## src/rtl/adc_ctrl_pkg.sv

```systemverilog
// Package: register map, field layout and timing constants of the converter control block
package adc_ctrl_pkg;
    // Printed offsets 0x34..0x36 are not all multiples of four: they are indices
    localparam logic [7:0] idx_control_status = 8'h34;
    localparam logic [7:0] idx_result_upper = 8'h35;
    localparam logic [7:0] idx_result_lower = 8'h36;
    localparam logic [7:0] idx_irq_status = 8'h37;
    localparam logic [7:0] idx_irq_mask = 8'h38;
    localparam logic [7:0] idx_analog_result = 8'h39;
    localparam int addr_lsb = 2;

    // Control/status field positions
    localparam int done_bit = 7;
    localparam int fast_bit = 6;
    localparam int power_bit = 5;
    localparam logic [7:0] csr_write_mask = 8'h67;
    // Lower result register: bit 3 holds divide-by-four
    localparam int div4_bit = 3;

    localparam logic [7:0] reset_byte = 8'h00;
    localparam logic [2:0] max_channel = 3'h4;

    // Conversion phases, in converter-clock periods
    localparam logic [3:0] load_periods = 4'h4;
    localparam logic [3:0] convert_periods = 4'ha;
    localparam logic [1:0] div_by_two_top = 2'h1;
    localparam logic [1:0] div_by_four_top = 2'h3;

    typedef enum logic [2:0] {
        st_idle = 3'b001,
        st_load = 3'b010,
        st_convert = 3'b100
    } conv_state_t;

    typedef struct packed {
        logic psel;
        logic penable;
        logic pwrite;
        logic [11:0] paddr;
        logic [31:0] pwdata;
    } apb_req_t;

    typedef struct packed {
        logic [9:0] data;
        logic valid;
    } conv_result_t;
endpackage

```

## src/rtl/adc_control_registers.sv

```systemverilog
// Register-level control of a 10-bit converter, reached over APB
`timescale 1ns/1ps
module adc_control_registers (
    input wire logic pclk,
    input wire logic presetn,
    input wire logic psel,
    input wire logic penable,
    input wire logic pwrite,
    input wire logic [11:0] paddr,
    input wire logic [31:0] pwdata,
    output logic [31:0] prdata,
    output logic pready,
    output logic pslverr,
    // Analog core: sample result from its own domain, passes a synchroniser
    input wire logic [9:0] analog_sample,
    output logic [2:0] input_channel_select,
    output logic converter_power_on,
    output logic sample_hold,
    output logic irq
);

    adc_ctrl_pkg::apb_req_t req;
    adc_ctrl_pkg::conv_result_t res_reg;
    adc_ctrl_pkg::conv_state_t state_reg;
    logic [7:0] csr_reg;
    logic div4_reg;
    logic done_reg;
    logic [1:0] div_cnt_reg;
    logic [3:0] phase_cnt_reg;
    logic [9:0] sample_meta_reg;
    logic [9:0] sample_sync_reg;
    logic [9:0] result_reg;
    logic [1:0] irq_status_reg;
    logic [1:0] irq_mask_reg;
    logic [31:0] prdata_next;
    logic pslverr_next;
    logic acc;
    logic wr;
    logic rd;
    logic csr_wr;
    logic upper_rd;
    logic tick;
    logic [1:0] div_top;
    logic complete;
    logic aborted;

    // Register index from byte address
    function automatic logic hit(input logic [11:0] a, input logic [7:0] idx);
        return a[11:adc_ctrl_pkg::addr_lsb] == {2'h0, idx} && a[1:0] == 2'h0;
    endfunction

    assign req = '{psel: psel, penable: penable, pwrite: pwrite, paddr: paddr, pwdata: pwdata};
    // Setup cycle registers the answer, access cycle completes: no wait state
    assign acc = req.psel && req.penable && pready;
    assign wr = acc && req.pwrite;
    assign rd = acc && !req.pwrite;
    assign csr_wr = wr && hit(req.paddr, adc_ctrl_pkg::idx_control_status);
    assign upper_rd = rd && hit(req.paddr, adc_ctrl_pkg::idx_result_upper);

    always_ff @(posedge pclk or negedge presetn) begin
        if (!presetn) begin
            pready <= 1'b0;
        end else begin
            pready <= req.psel && !pready;
        end
    end

    // Control/status register; done flag lives in done_reg
    always_ff @(posedge pclk or negedge presetn) begin
        if (!presetn) begin
            csr_reg <= adc_ctrl_pkg::reset_byte;
        end else if (csr_wr) begin
            // Reserved bits are masked even if software breaks the convention
            csr_reg <= req.pwdata[7:0] & adc_ctrl_pkg::csr_write_mask;
        end
    end

    always_ff @(posedge pclk or negedge presetn) begin
        if (!presetn) begin
            div4_reg <= 1'b0;
        end else if (wr && hit(req.paddr, adc_ctrl_pkg::idx_result_lower)) begin
            div4_reg <= req.pwdata[adc_ctrl_pkg::div4_bit];
        end
    end

    // Converter clock as a tick every 1, 2 or 4 cpu cycles
    always_comb begin
        if (div4_reg) begin
            div_top = adc_ctrl_pkg::div_by_four_top;
        end else if (csr_reg[adc_ctrl_pkg::fast_bit]) begin
            div_top = 2'h0;
        end else begin
            div_top = adc_ctrl_pkg::div_by_two_top;
        end
    end
    assign tick = div_cnt_reg >= div_top;

    always_ff @(posedge pclk or negedge presetn) begin
        if (!presetn) begin
            div_cnt_reg <= 2'h0;
        end else if (tick || csr_wr || state_reg == adc_ctrl_pkg::st_idle) begin
            div_cnt_reg <= 2'h0;
        end else begin
            div_cnt_reg <= div_cnt_reg + 2'h1;
        end
    end

    assign aborted = !csr_reg[adc_ctrl_pkg::power_bit];
    assign complete = state_reg == adc_ctrl_pkg::st_convert && tick
        && phase_cnt_reg == adc_ctrl_pkg::convert_periods - 4'h1 && !csr_wr && !aborted;

    // Sequencer: any control write with the power bit set starts or restarts a conversion
    always_ff @(posedge pclk or negedge presetn) begin
        if (!presetn) begin
            state_reg <= adc_ctrl_pkg::st_idle;
            phase_cnt_reg <= 4'h0;
        end else if (csr_wr && req.pwdata[adc_ctrl_pkg::power_bit]) begin
            state_reg <= adc_ctrl_pkg::st_load;
            phase_cnt_reg <= 4'h0;
        end else if (aborted) begin
            state_reg <= adc_ctrl_pkg::st_idle;
            phase_cnt_reg <= 4'h0;
        end else if (tick) begin
            case (state_reg)
                adc_ctrl_pkg::st_load: begin
                    if (phase_cnt_reg == adc_ctrl_pkg::load_periods - 4'h1) begin
                        state_reg <= adc_ctrl_pkg::st_convert;
                        phase_cnt_reg <= 4'h0;
                    end else begin
                        phase_cnt_reg <= phase_cnt_reg + 4'h1;
                    end
                end
                adc_ctrl_pkg::st_convert: begin
                    if (phase_cnt_reg == adc_ctrl_pkg::convert_periods - 4'h1) begin
                        // Continuous: reload the next sample at once
                        state_reg <= adc_ctrl_pkg::st_load;
                        phase_cnt_reg <= 4'h0;
                    end else begin
                        phase_cnt_reg <= phase_cnt_reg + 4'h1;
                    end
                end
                default: begin
                    state_reg <= adc_ctrl_pkg::st_idle;
                    phase_cnt_reg <= 4'h0;
                end
            endcase
        end
    end

    // Two-stage synchroniser on the analog core's result bus
    always_ff @(posedge pclk or negedge presetn) begin
        if (!presetn) begin
            sample_meta_reg <= 10'h000;
            sample_sync_reg <= 10'h000;
        end else begin
            sample_meta_reg <= analog_sample;
            sample_sync_reg <= sample_meta_reg;
        end
    end

    always_ff @(posedge pclk or negedge presetn) begin
        if (!presetn) begin
            result_reg <= 10'h000;
        end else if (complete) begin
            result_reg <= sample_sync_reg;
        end
    end
    assign res_reg = '{data: result_reg, valid: done_reg};

    // Done flag: completion wins over the clearing read
    always_ff @(posedge pclk or negedge presetn) begin
        if (!presetn) begin
            done_reg <= 1'b0;
        end else if (complete) begin
            done_reg <= 1'b1;
        end else if (upper_rd || (csr_wr && req.pwdata[adc_ctrl_pkg::power_bit])) begin
            done_reg <= 1'b0;
        end
    end

    // Interrupt status: bit0 completion, bit1 abort; write one to clear, set wins
    always_ff @(posedge pclk or negedge presetn) begin
        if (!presetn) begin
            irq_status_reg <= 2'h0;
        end else begin
            irq_status_reg[0] <= complete || (irq_status_reg[0] && !(wr && req.pwdata[0]
                && hit(req.paddr, adc_ctrl_pkg::idx_irq_status)));
            irq_status_reg[1] <= (csr_wr && state_reg != adc_ctrl_pkg::st_idle)
                || (irq_status_reg[1] && !(wr && req.pwdata[1]
                && hit(req.paddr, adc_ctrl_pkg::idx_irq_status)));
        end
    end

    always_ff @(posedge pclk or negedge presetn) begin
        if (!presetn) begin
            irq_mask_reg <= 2'h0;
        end else if (wr && hit(req.paddr, adc_ctrl_pkg::idx_irq_mask)) begin
            irq_mask_reg <= req.pwdata[1:0];
        end
    end

    always_comb begin
        prdata_next = 32'h0000_0000;
        pslverr_next = 1'b0;
        if (hit(req.paddr, adc_ctrl_pkg::idx_control_status)) begin
            prdata_next[7:0] = csr_reg;
            prdata_next[adc_ctrl_pkg::done_bit] = res_reg.valid;
        end else if (hit(req.paddr, adc_ctrl_pkg::idx_result_upper)) begin
            prdata_next[7:0] = res_reg.data[9:2];
        end else if (hit(req.paddr, adc_ctrl_pkg::idx_result_lower)) begin
            prdata_next[adc_ctrl_pkg::div4_bit] = div4_reg;
            prdata_next[1:0] = res_reg.data[1:0];
        end else if (hit(req.paddr, adc_ctrl_pkg::idx_irq_status)) begin
            prdata_next[1:0] = irq_status_reg;
        end else if (hit(req.paddr, adc_ctrl_pkg::idx_irq_mask)) begin
            prdata_next[1:0] = irq_mask_reg;
        end else if (hit(req.paddr, adc_ctrl_pkg::idx_analog_result)) begin
            prdata_next[9:0] = res_reg.data;
        end else begin
            pslverr_next = 1'b1;
        end
    end

    always_ff @(posedge pclk or negedge presetn) begin
        if (!presetn) begin
            prdata <= 32'h0000_0000;
            pslverr <= 1'b0;
        end else if (req.psel && !pready) begin
            prdata <= req.pwrite ? 32'h0000_0000 : prdata_next;
            pslverr <= pslverr_next;
        end else begin
            pslverr <= 1'b0;
        end
    end

    // Core-facing outputs; unused codes above four fall back to input zero
    always_ff @(posedge pclk or negedge presetn) begin
        if (!presetn) begin
            input_channel_select <= 3'h0;
            converter_power_on <= 1'b0;
            sample_hold <= 1'b0;
            irq <= 1'b0;
        end else begin
            input_channel_select <= (csr_reg[2:0] > adc_ctrl_pkg::max_channel) ? 3'h0
                : csr_reg[2:0];
            converter_power_on <= csr_reg[adc_ctrl_pkg::power_bit];
            sample_hold <= state_reg == adc_ctrl_pkg::st_convert;
            irq <= |(irq_status_reg & irq_mask_reg);
        end
    end

    // Conversion count: ticks since load start, for timing checks
    logic [4:0] span_reg;
    always_ff @(posedge pclk or negedge presetn) begin
        if (!presetn) begin
            span_reg <= 5'h00;
        end else if (state_reg == adc_ctrl_pkg::st_idle
            || (csr_wr && req.pwdata[adc_ctrl_pkg::power_bit])) begin
            span_reg <= 5'h00;
        end else if (tick) begin
            span_reg <= (complete) ? 5'h00 : span_reg + 5'h01;
        end
    end
endmodule // adc_control_registers

```

## config.mk

```make
export PLATFORM = sky130hd
export DESIGN_NAME = adc_control_registers
export DESIGN_NICKNAME = d
export VERILOG_FILES = /design/src/rtl/adc_ctrl_pkg.sv /design/src/rtl/adc_control_registers.sv
export SDC_FILE = /design/constraint.sdc
export NUM_CORES = 1
export LEC_CHECK = 0
export ABC_AREA = 1
export BUFFER_PORTS_ARGS = -buffer_cell sky130_fd_sc_hd__buf_2
export CORE_MARGIN = 5
export CORE_UTILIZATION = 32
export DETAILED_ROUTE_END_ITERATION = 6
export SLEW_MARGIN = 20
export SYNTH_ARGS = -nofsm -noshare
export SYNTH_HDL_FRONTEND = slang
export SYNTH_SLANG_ARGS = --single-unit
```

## constraint.sdc

```tcl
create_clock -name pclk -period 2.3 [get_ports pclk]
set_clock_uncertainty 0.15 [all_clocks]
set_input_delay 0.23 -clock pclk [delete_from_list [all_inputs] [get_ports pclk]]
set_output_delay 0.23 -clock pclk [all_outputs]
set_load 0.01 [all_outputs]
```

Word-level counts from Yosys, hierarchy flattened
Cells that the tools add are included.
- $add $sub $neg: 2
- order comparisons: 2
- equality and inequality tests: 15
- muxes and demuxes: 39
- bitwise gates (word level): 1
- reduce and logical (&&, ||, !) cells: 41
- operators by type and width (kind ; number):
    $eq 10x6->1 const B ; 6
    $mux 8 ; 4
    $logic_and 1x1->1 ; 27
    $mux 10 ; 2
    $mux 4 ; 5
    $mux 3 ; 6
    $mux 2 ; 7
    $mux 1 ; 12
    $pmux 4 s2 ; 1
    $mux 6 ; 1
    $ne 3x1->1 const B ; 2
    $pmux 3 s2 ; 1
    $logic_not 1->1 ; 5
    $logic_or 1x1->1 ; 5
    $add 4x1->4 const B ; 1
    $eq 4x2->1 const B ; 1
    $eq 4x4->1 const B ; 1
    $ne 4x3->1 const B ; 1
    $ne 4x4->1 const B ; 1
    $eq 3x1->1 const B ; 1
    $eq 3x2->1 const B ; 1
    $eq 3x3->1 const B ; 1
    $gt 3x3->1 const B ; 1
    $reduce_and 3->1 ; 1
    other kinds (6) ; 6
- flip-flop bits (word level): 90
- input bits: 59
- output and inout bits: 40
- logic and storage cells: 118

Depth between registers and ports, before layout
- depth after elaboration: 9
- depth in mapped cells: 13
- gate-level depth less buffers: 13

Worst setup path after synthesis
Ideal clock, no wire load.
- path type: register to register
- start point: register div4_reg
- end point: register result_reg[1]
- setup time: 0.120 ns
- data arrival time: 1.487 ns
- setup slack: 0.544 ns
- cell stages (with the launch flop): 12
- path buffers: 1
- period minus slack after synthesis: 1.756 ns
- path through: dfrtp_1 > inv_1 > nand2_1 > ha_1 > inv_1 > nand2_1 > a21oi_1 > nor3_1 > nand3_2 > buf_6 > nor2_1 > a21oi_2
- word-level cells in the longest chain between the ends: 6
- ends and longest elaborated chain (what ; line ; RTL):
    start: declaration ; adc_control_registers.sv:26 ; logic div4_reg;
    start signal: assignment ; adc_control_registers.sv:82 ; div4_reg <= req.pwdata[adc_ctrl_pkg::div4_bit];
    $mux 2 ; adc_control_registers.sv:88 ; if (div4_reg) begin
    $ge 2x2->1 ; adc_control_registers.sv:96 ; assign tick = div_cnt_reg >= div_top;
    $logic_and 1x1->1 ; adc_control_registers.sv:109 ; assign complete = state_reg == adc_ctrl_pkg::st_convert && tick
    $logic_and 1x1->1 (3 in a row) ; adc_control_registers.sv:110 ; && phase_cnt_reg == adc_ctrl_pkg::convert_periods - 4'h1 && !csr_wr && !aborted;
    end signal: assignment ; adc_control_registers.sv:165 ; result_reg <= sample_sync_reg;
    end: declaration ; adc_control_registers.sv:32 ; logic [9:0] result_reg;
No other way between the ends.
A chain may end at the register's enable or synchronous reset.

Worst setup path in the final report
- start point: register div4_reg
- end point: register result_reg[2]
The elaborated chain is that of the path after synthesis.

==> results_dict.tcl <==
set metrics [dict create \
    mostFrequentLayoutCells "nand2_1 (78), dfrtp_1 (67), buf_2 (50), inv_1 (44)" \
    first_iter_violations 108 \
    core_um2 10200 \
    grt_pass1_vias 2459 \
    finalCritPeriodShare_pct 87.0 \
    register_area_um2 1700 \
    max_slew_margin_pct 65.9 \
    cts_resized 0 \
    postRouteAntennaNets 0 \
    yosys_warnings 0 \
    worstPathRequired_ps 2390 \
    critPathBufInv 3 \
    start_kind "flip-flop" \
    cts_buffers 9 \
    slowest_stage "dfrtp_1" \
    worst_pin_slew_ps 512 \
    synth_area_um2 3300 \
    hp-class "input port to flip-flop" \
    drcViolationCount 0 \
    critPathMaxStageDelay_ps 360 \
    routed_wl_um 7080 \
    grt_overflow 0 \
    final_max_slew_viol_count 0 \
    hold_depth 3 \
    ys.flop_type "dfrtp_1" \
    cts_setup_buffers 0 \
    max_freq_mhz 500 \
    min_to "csr_reg[5]" \
    yosysTopAreaCell "dfrtp_1" \
    path_clk_slew_ps 80 \
    port_buffers 50 \
    grtUsageTotal_pct 12.0 \
    reg2reg_depth 11 \
    die-area_um2 12400 \
    holdWs_ps 49.4 \
    r2r-start "div4_reg" \
    ir_drop_mv 0.293 \
    initial_core_util_pct 32.4 \
    clock-sinks 68 \
    tns_ps 0 \
    io_pins 99 \
    htreeDepth 3 \
    synthTopCellsByArea "dfrtp_1 (51%), nand2_1 (8.9%), buf_4 (5.2%), inv_1 (5.0%), nand3_1 (3.8%)" \
    antenna_found_initial 0 \
    async_reset_ff_share_pct 100 \
    finalSetupViolations 0 \
    yosys.area.top_type_share_pct 50.9 \
    clk_latency_ps 350 \
    multiInputGateArea_um2 1280 \
    n_antenna_cell 0 \
    yosysUniqueCellTypes 41 \
    via_per_inst 4.37 \
    worst-setup-path-type "flip-flop to flip-flop" \
    cap_violations 0 \
    cp_top_family "simple AND/OR/NAND/NOR gates" \
    avgSynthCellArea_um2 8.96 \
    cts_tree "done" \
    power.density_nw_per_um2 603 \
    rr_endpoint "result_reg[2]" \
    critPathMaxFanout 21 \
    num_vias 2541 \
    mostFrequentLayoutCell "nand2_1" \
    grt_pass1_wl_um 12000 \
    fp.dieH_um 111 \
    status "complete, no violations" \
    synth_seq_area_share_pct 51.7 \
    cts-root-buf "clkbuf_8" \
    total_leakage_power_nw 2.08 \
    cp_cell_sequence "inv_1, nand2_1, ha_1, inv_1, nand2_1, a21oi_1, nor3_1, nand3_2, buf_12, nor2_1, a21oi_2" \
    crit_path_end_kind "flip-flop" \
    regToRegSetupSlack_ps 300 \
    hold_path_startpoint "pwdata[5]" \
    grt_setup_unrepaired "no" \
    clock_path_buffers 2 \
    grt_max_degree 35 \
    wl_per_cell_um 12.2 \
    worstPathArrival_ps 2090 \
    dr.pass1.iters 4 \
    fin_nets 503 \
    gp_congestion 0.869 \
    syn2layout_area_growth_pct 20.9 \
    fin_crit_ps 2000 \
    final-hold-violation-count 0 \
    fp.dieW_um 111 \
    fillCellCount 1042 \
    netlist_instances 368 \
    cts_hold_buffers 14 \
    floorplan.rows 37 \
    drive_gt1_share_pct 23.6 \
    dp.final_hpwl_um 5440 \
    synth_seq_cells 68 \
    synth-edff-count 0 \
]
-- metal layers --
layer / vias up / wire length, um / GRT usage, %
met4: 0 / 67 / 2.92
met5: - / 0 / 0
met2: 75 / 3410 / 19.9
met1: 1186 / 3160 / 15.0
met3: 6 / 444 / 4.51
li1: 1274 / - / -
-- worst max-delay path by stage --
stage / cells after the start / to / startpoint
2_1_floorplan: 11 / result_reg[1] / div4_reg
3_3_place_gp: 11 / result_reg[1] / div4_reg
3_5_place_dp: 11 / result_reg[2] / div4_reg
4_1_cts: 11 / result_reg[2] / div4_reg
5_1_grt: 11 / result_reg[0] / div4_reg
6_report: 11 / result_reg[2] / div4_reg
-- synthesized netlist by cell type (5+ instances only) --
cell type / number
nand4_1: 7
o21ai_1: 9
nor3_1: 6
dfrtp_1: 67
nand3_1: 25
inv_2: 5
nor2_2: 8
nand2_1: 78
inv_1: 44
nor2_1: 25
buf_4: 23
o21ai_0: 18
a21oi_1: 7
-- through the flow --
stage	setup slack, ps	power, mW	utilization (%)	area, um^2	std cells
after floorplan	544	1.33	-	3370	389
after global placement	324	1.38	35.7	3640	551
after detailed placement	300	1.38	35.7	3640	551
after CTS	283	2.45	39.1	3990	581
after global routing	94.3	2.52	39.1	3990	581
final	300	2.40	39.1	3990	581
-- logic make-up after synthesis --
kind of cell	count (synthesis)	synth area share [%]
DFF	68	51.7
xor gates and xnor gates	3	0.797
AOI/OAI and AO/OA	48	8.66
other	1	0.114
buffers and inverters	77	12.0
adders and majority gates	4	1.52
and+or+nand+nor	166	24.9
muxes	1	0.342
-- cell type report --
cell class | instances | share of cell area (%)
Clock buffer | 9 | 3.11
Clock inverter | 7 | 2.07
Sequential cell | 68 | 42.7
Timing Repair Buffer | 67 | 11.0
Tap cell | 136 | 4.27
Inverter | 50 | 4.77
Multi-Input combinational cell | 244 | 32.1
-- power by group --
group          leakage, nW  switching [mW]  internal [mW]  total [mW]
Sequential           0.850         0.00640           1.21        1.22
Clock               0.0988           0.513          0.519        1.03
Combinational         1.13          0.0960         0.0540       0.150
Total                 2.08           0.616           1.79        2.40
-- worst register-to-register path, delay by kind of cell (launching register included) --
| family | cells | cell delay [ps] |
|---|---|---|
| buf+inv | 3 | 360 |
| flops | 1 | 360 |
| compound gates | 2 | 160 |
| fa+ha+maj | 1 | 270 |
| simple gates | 5 | 600 |
(Power assumes the default switching activity.)
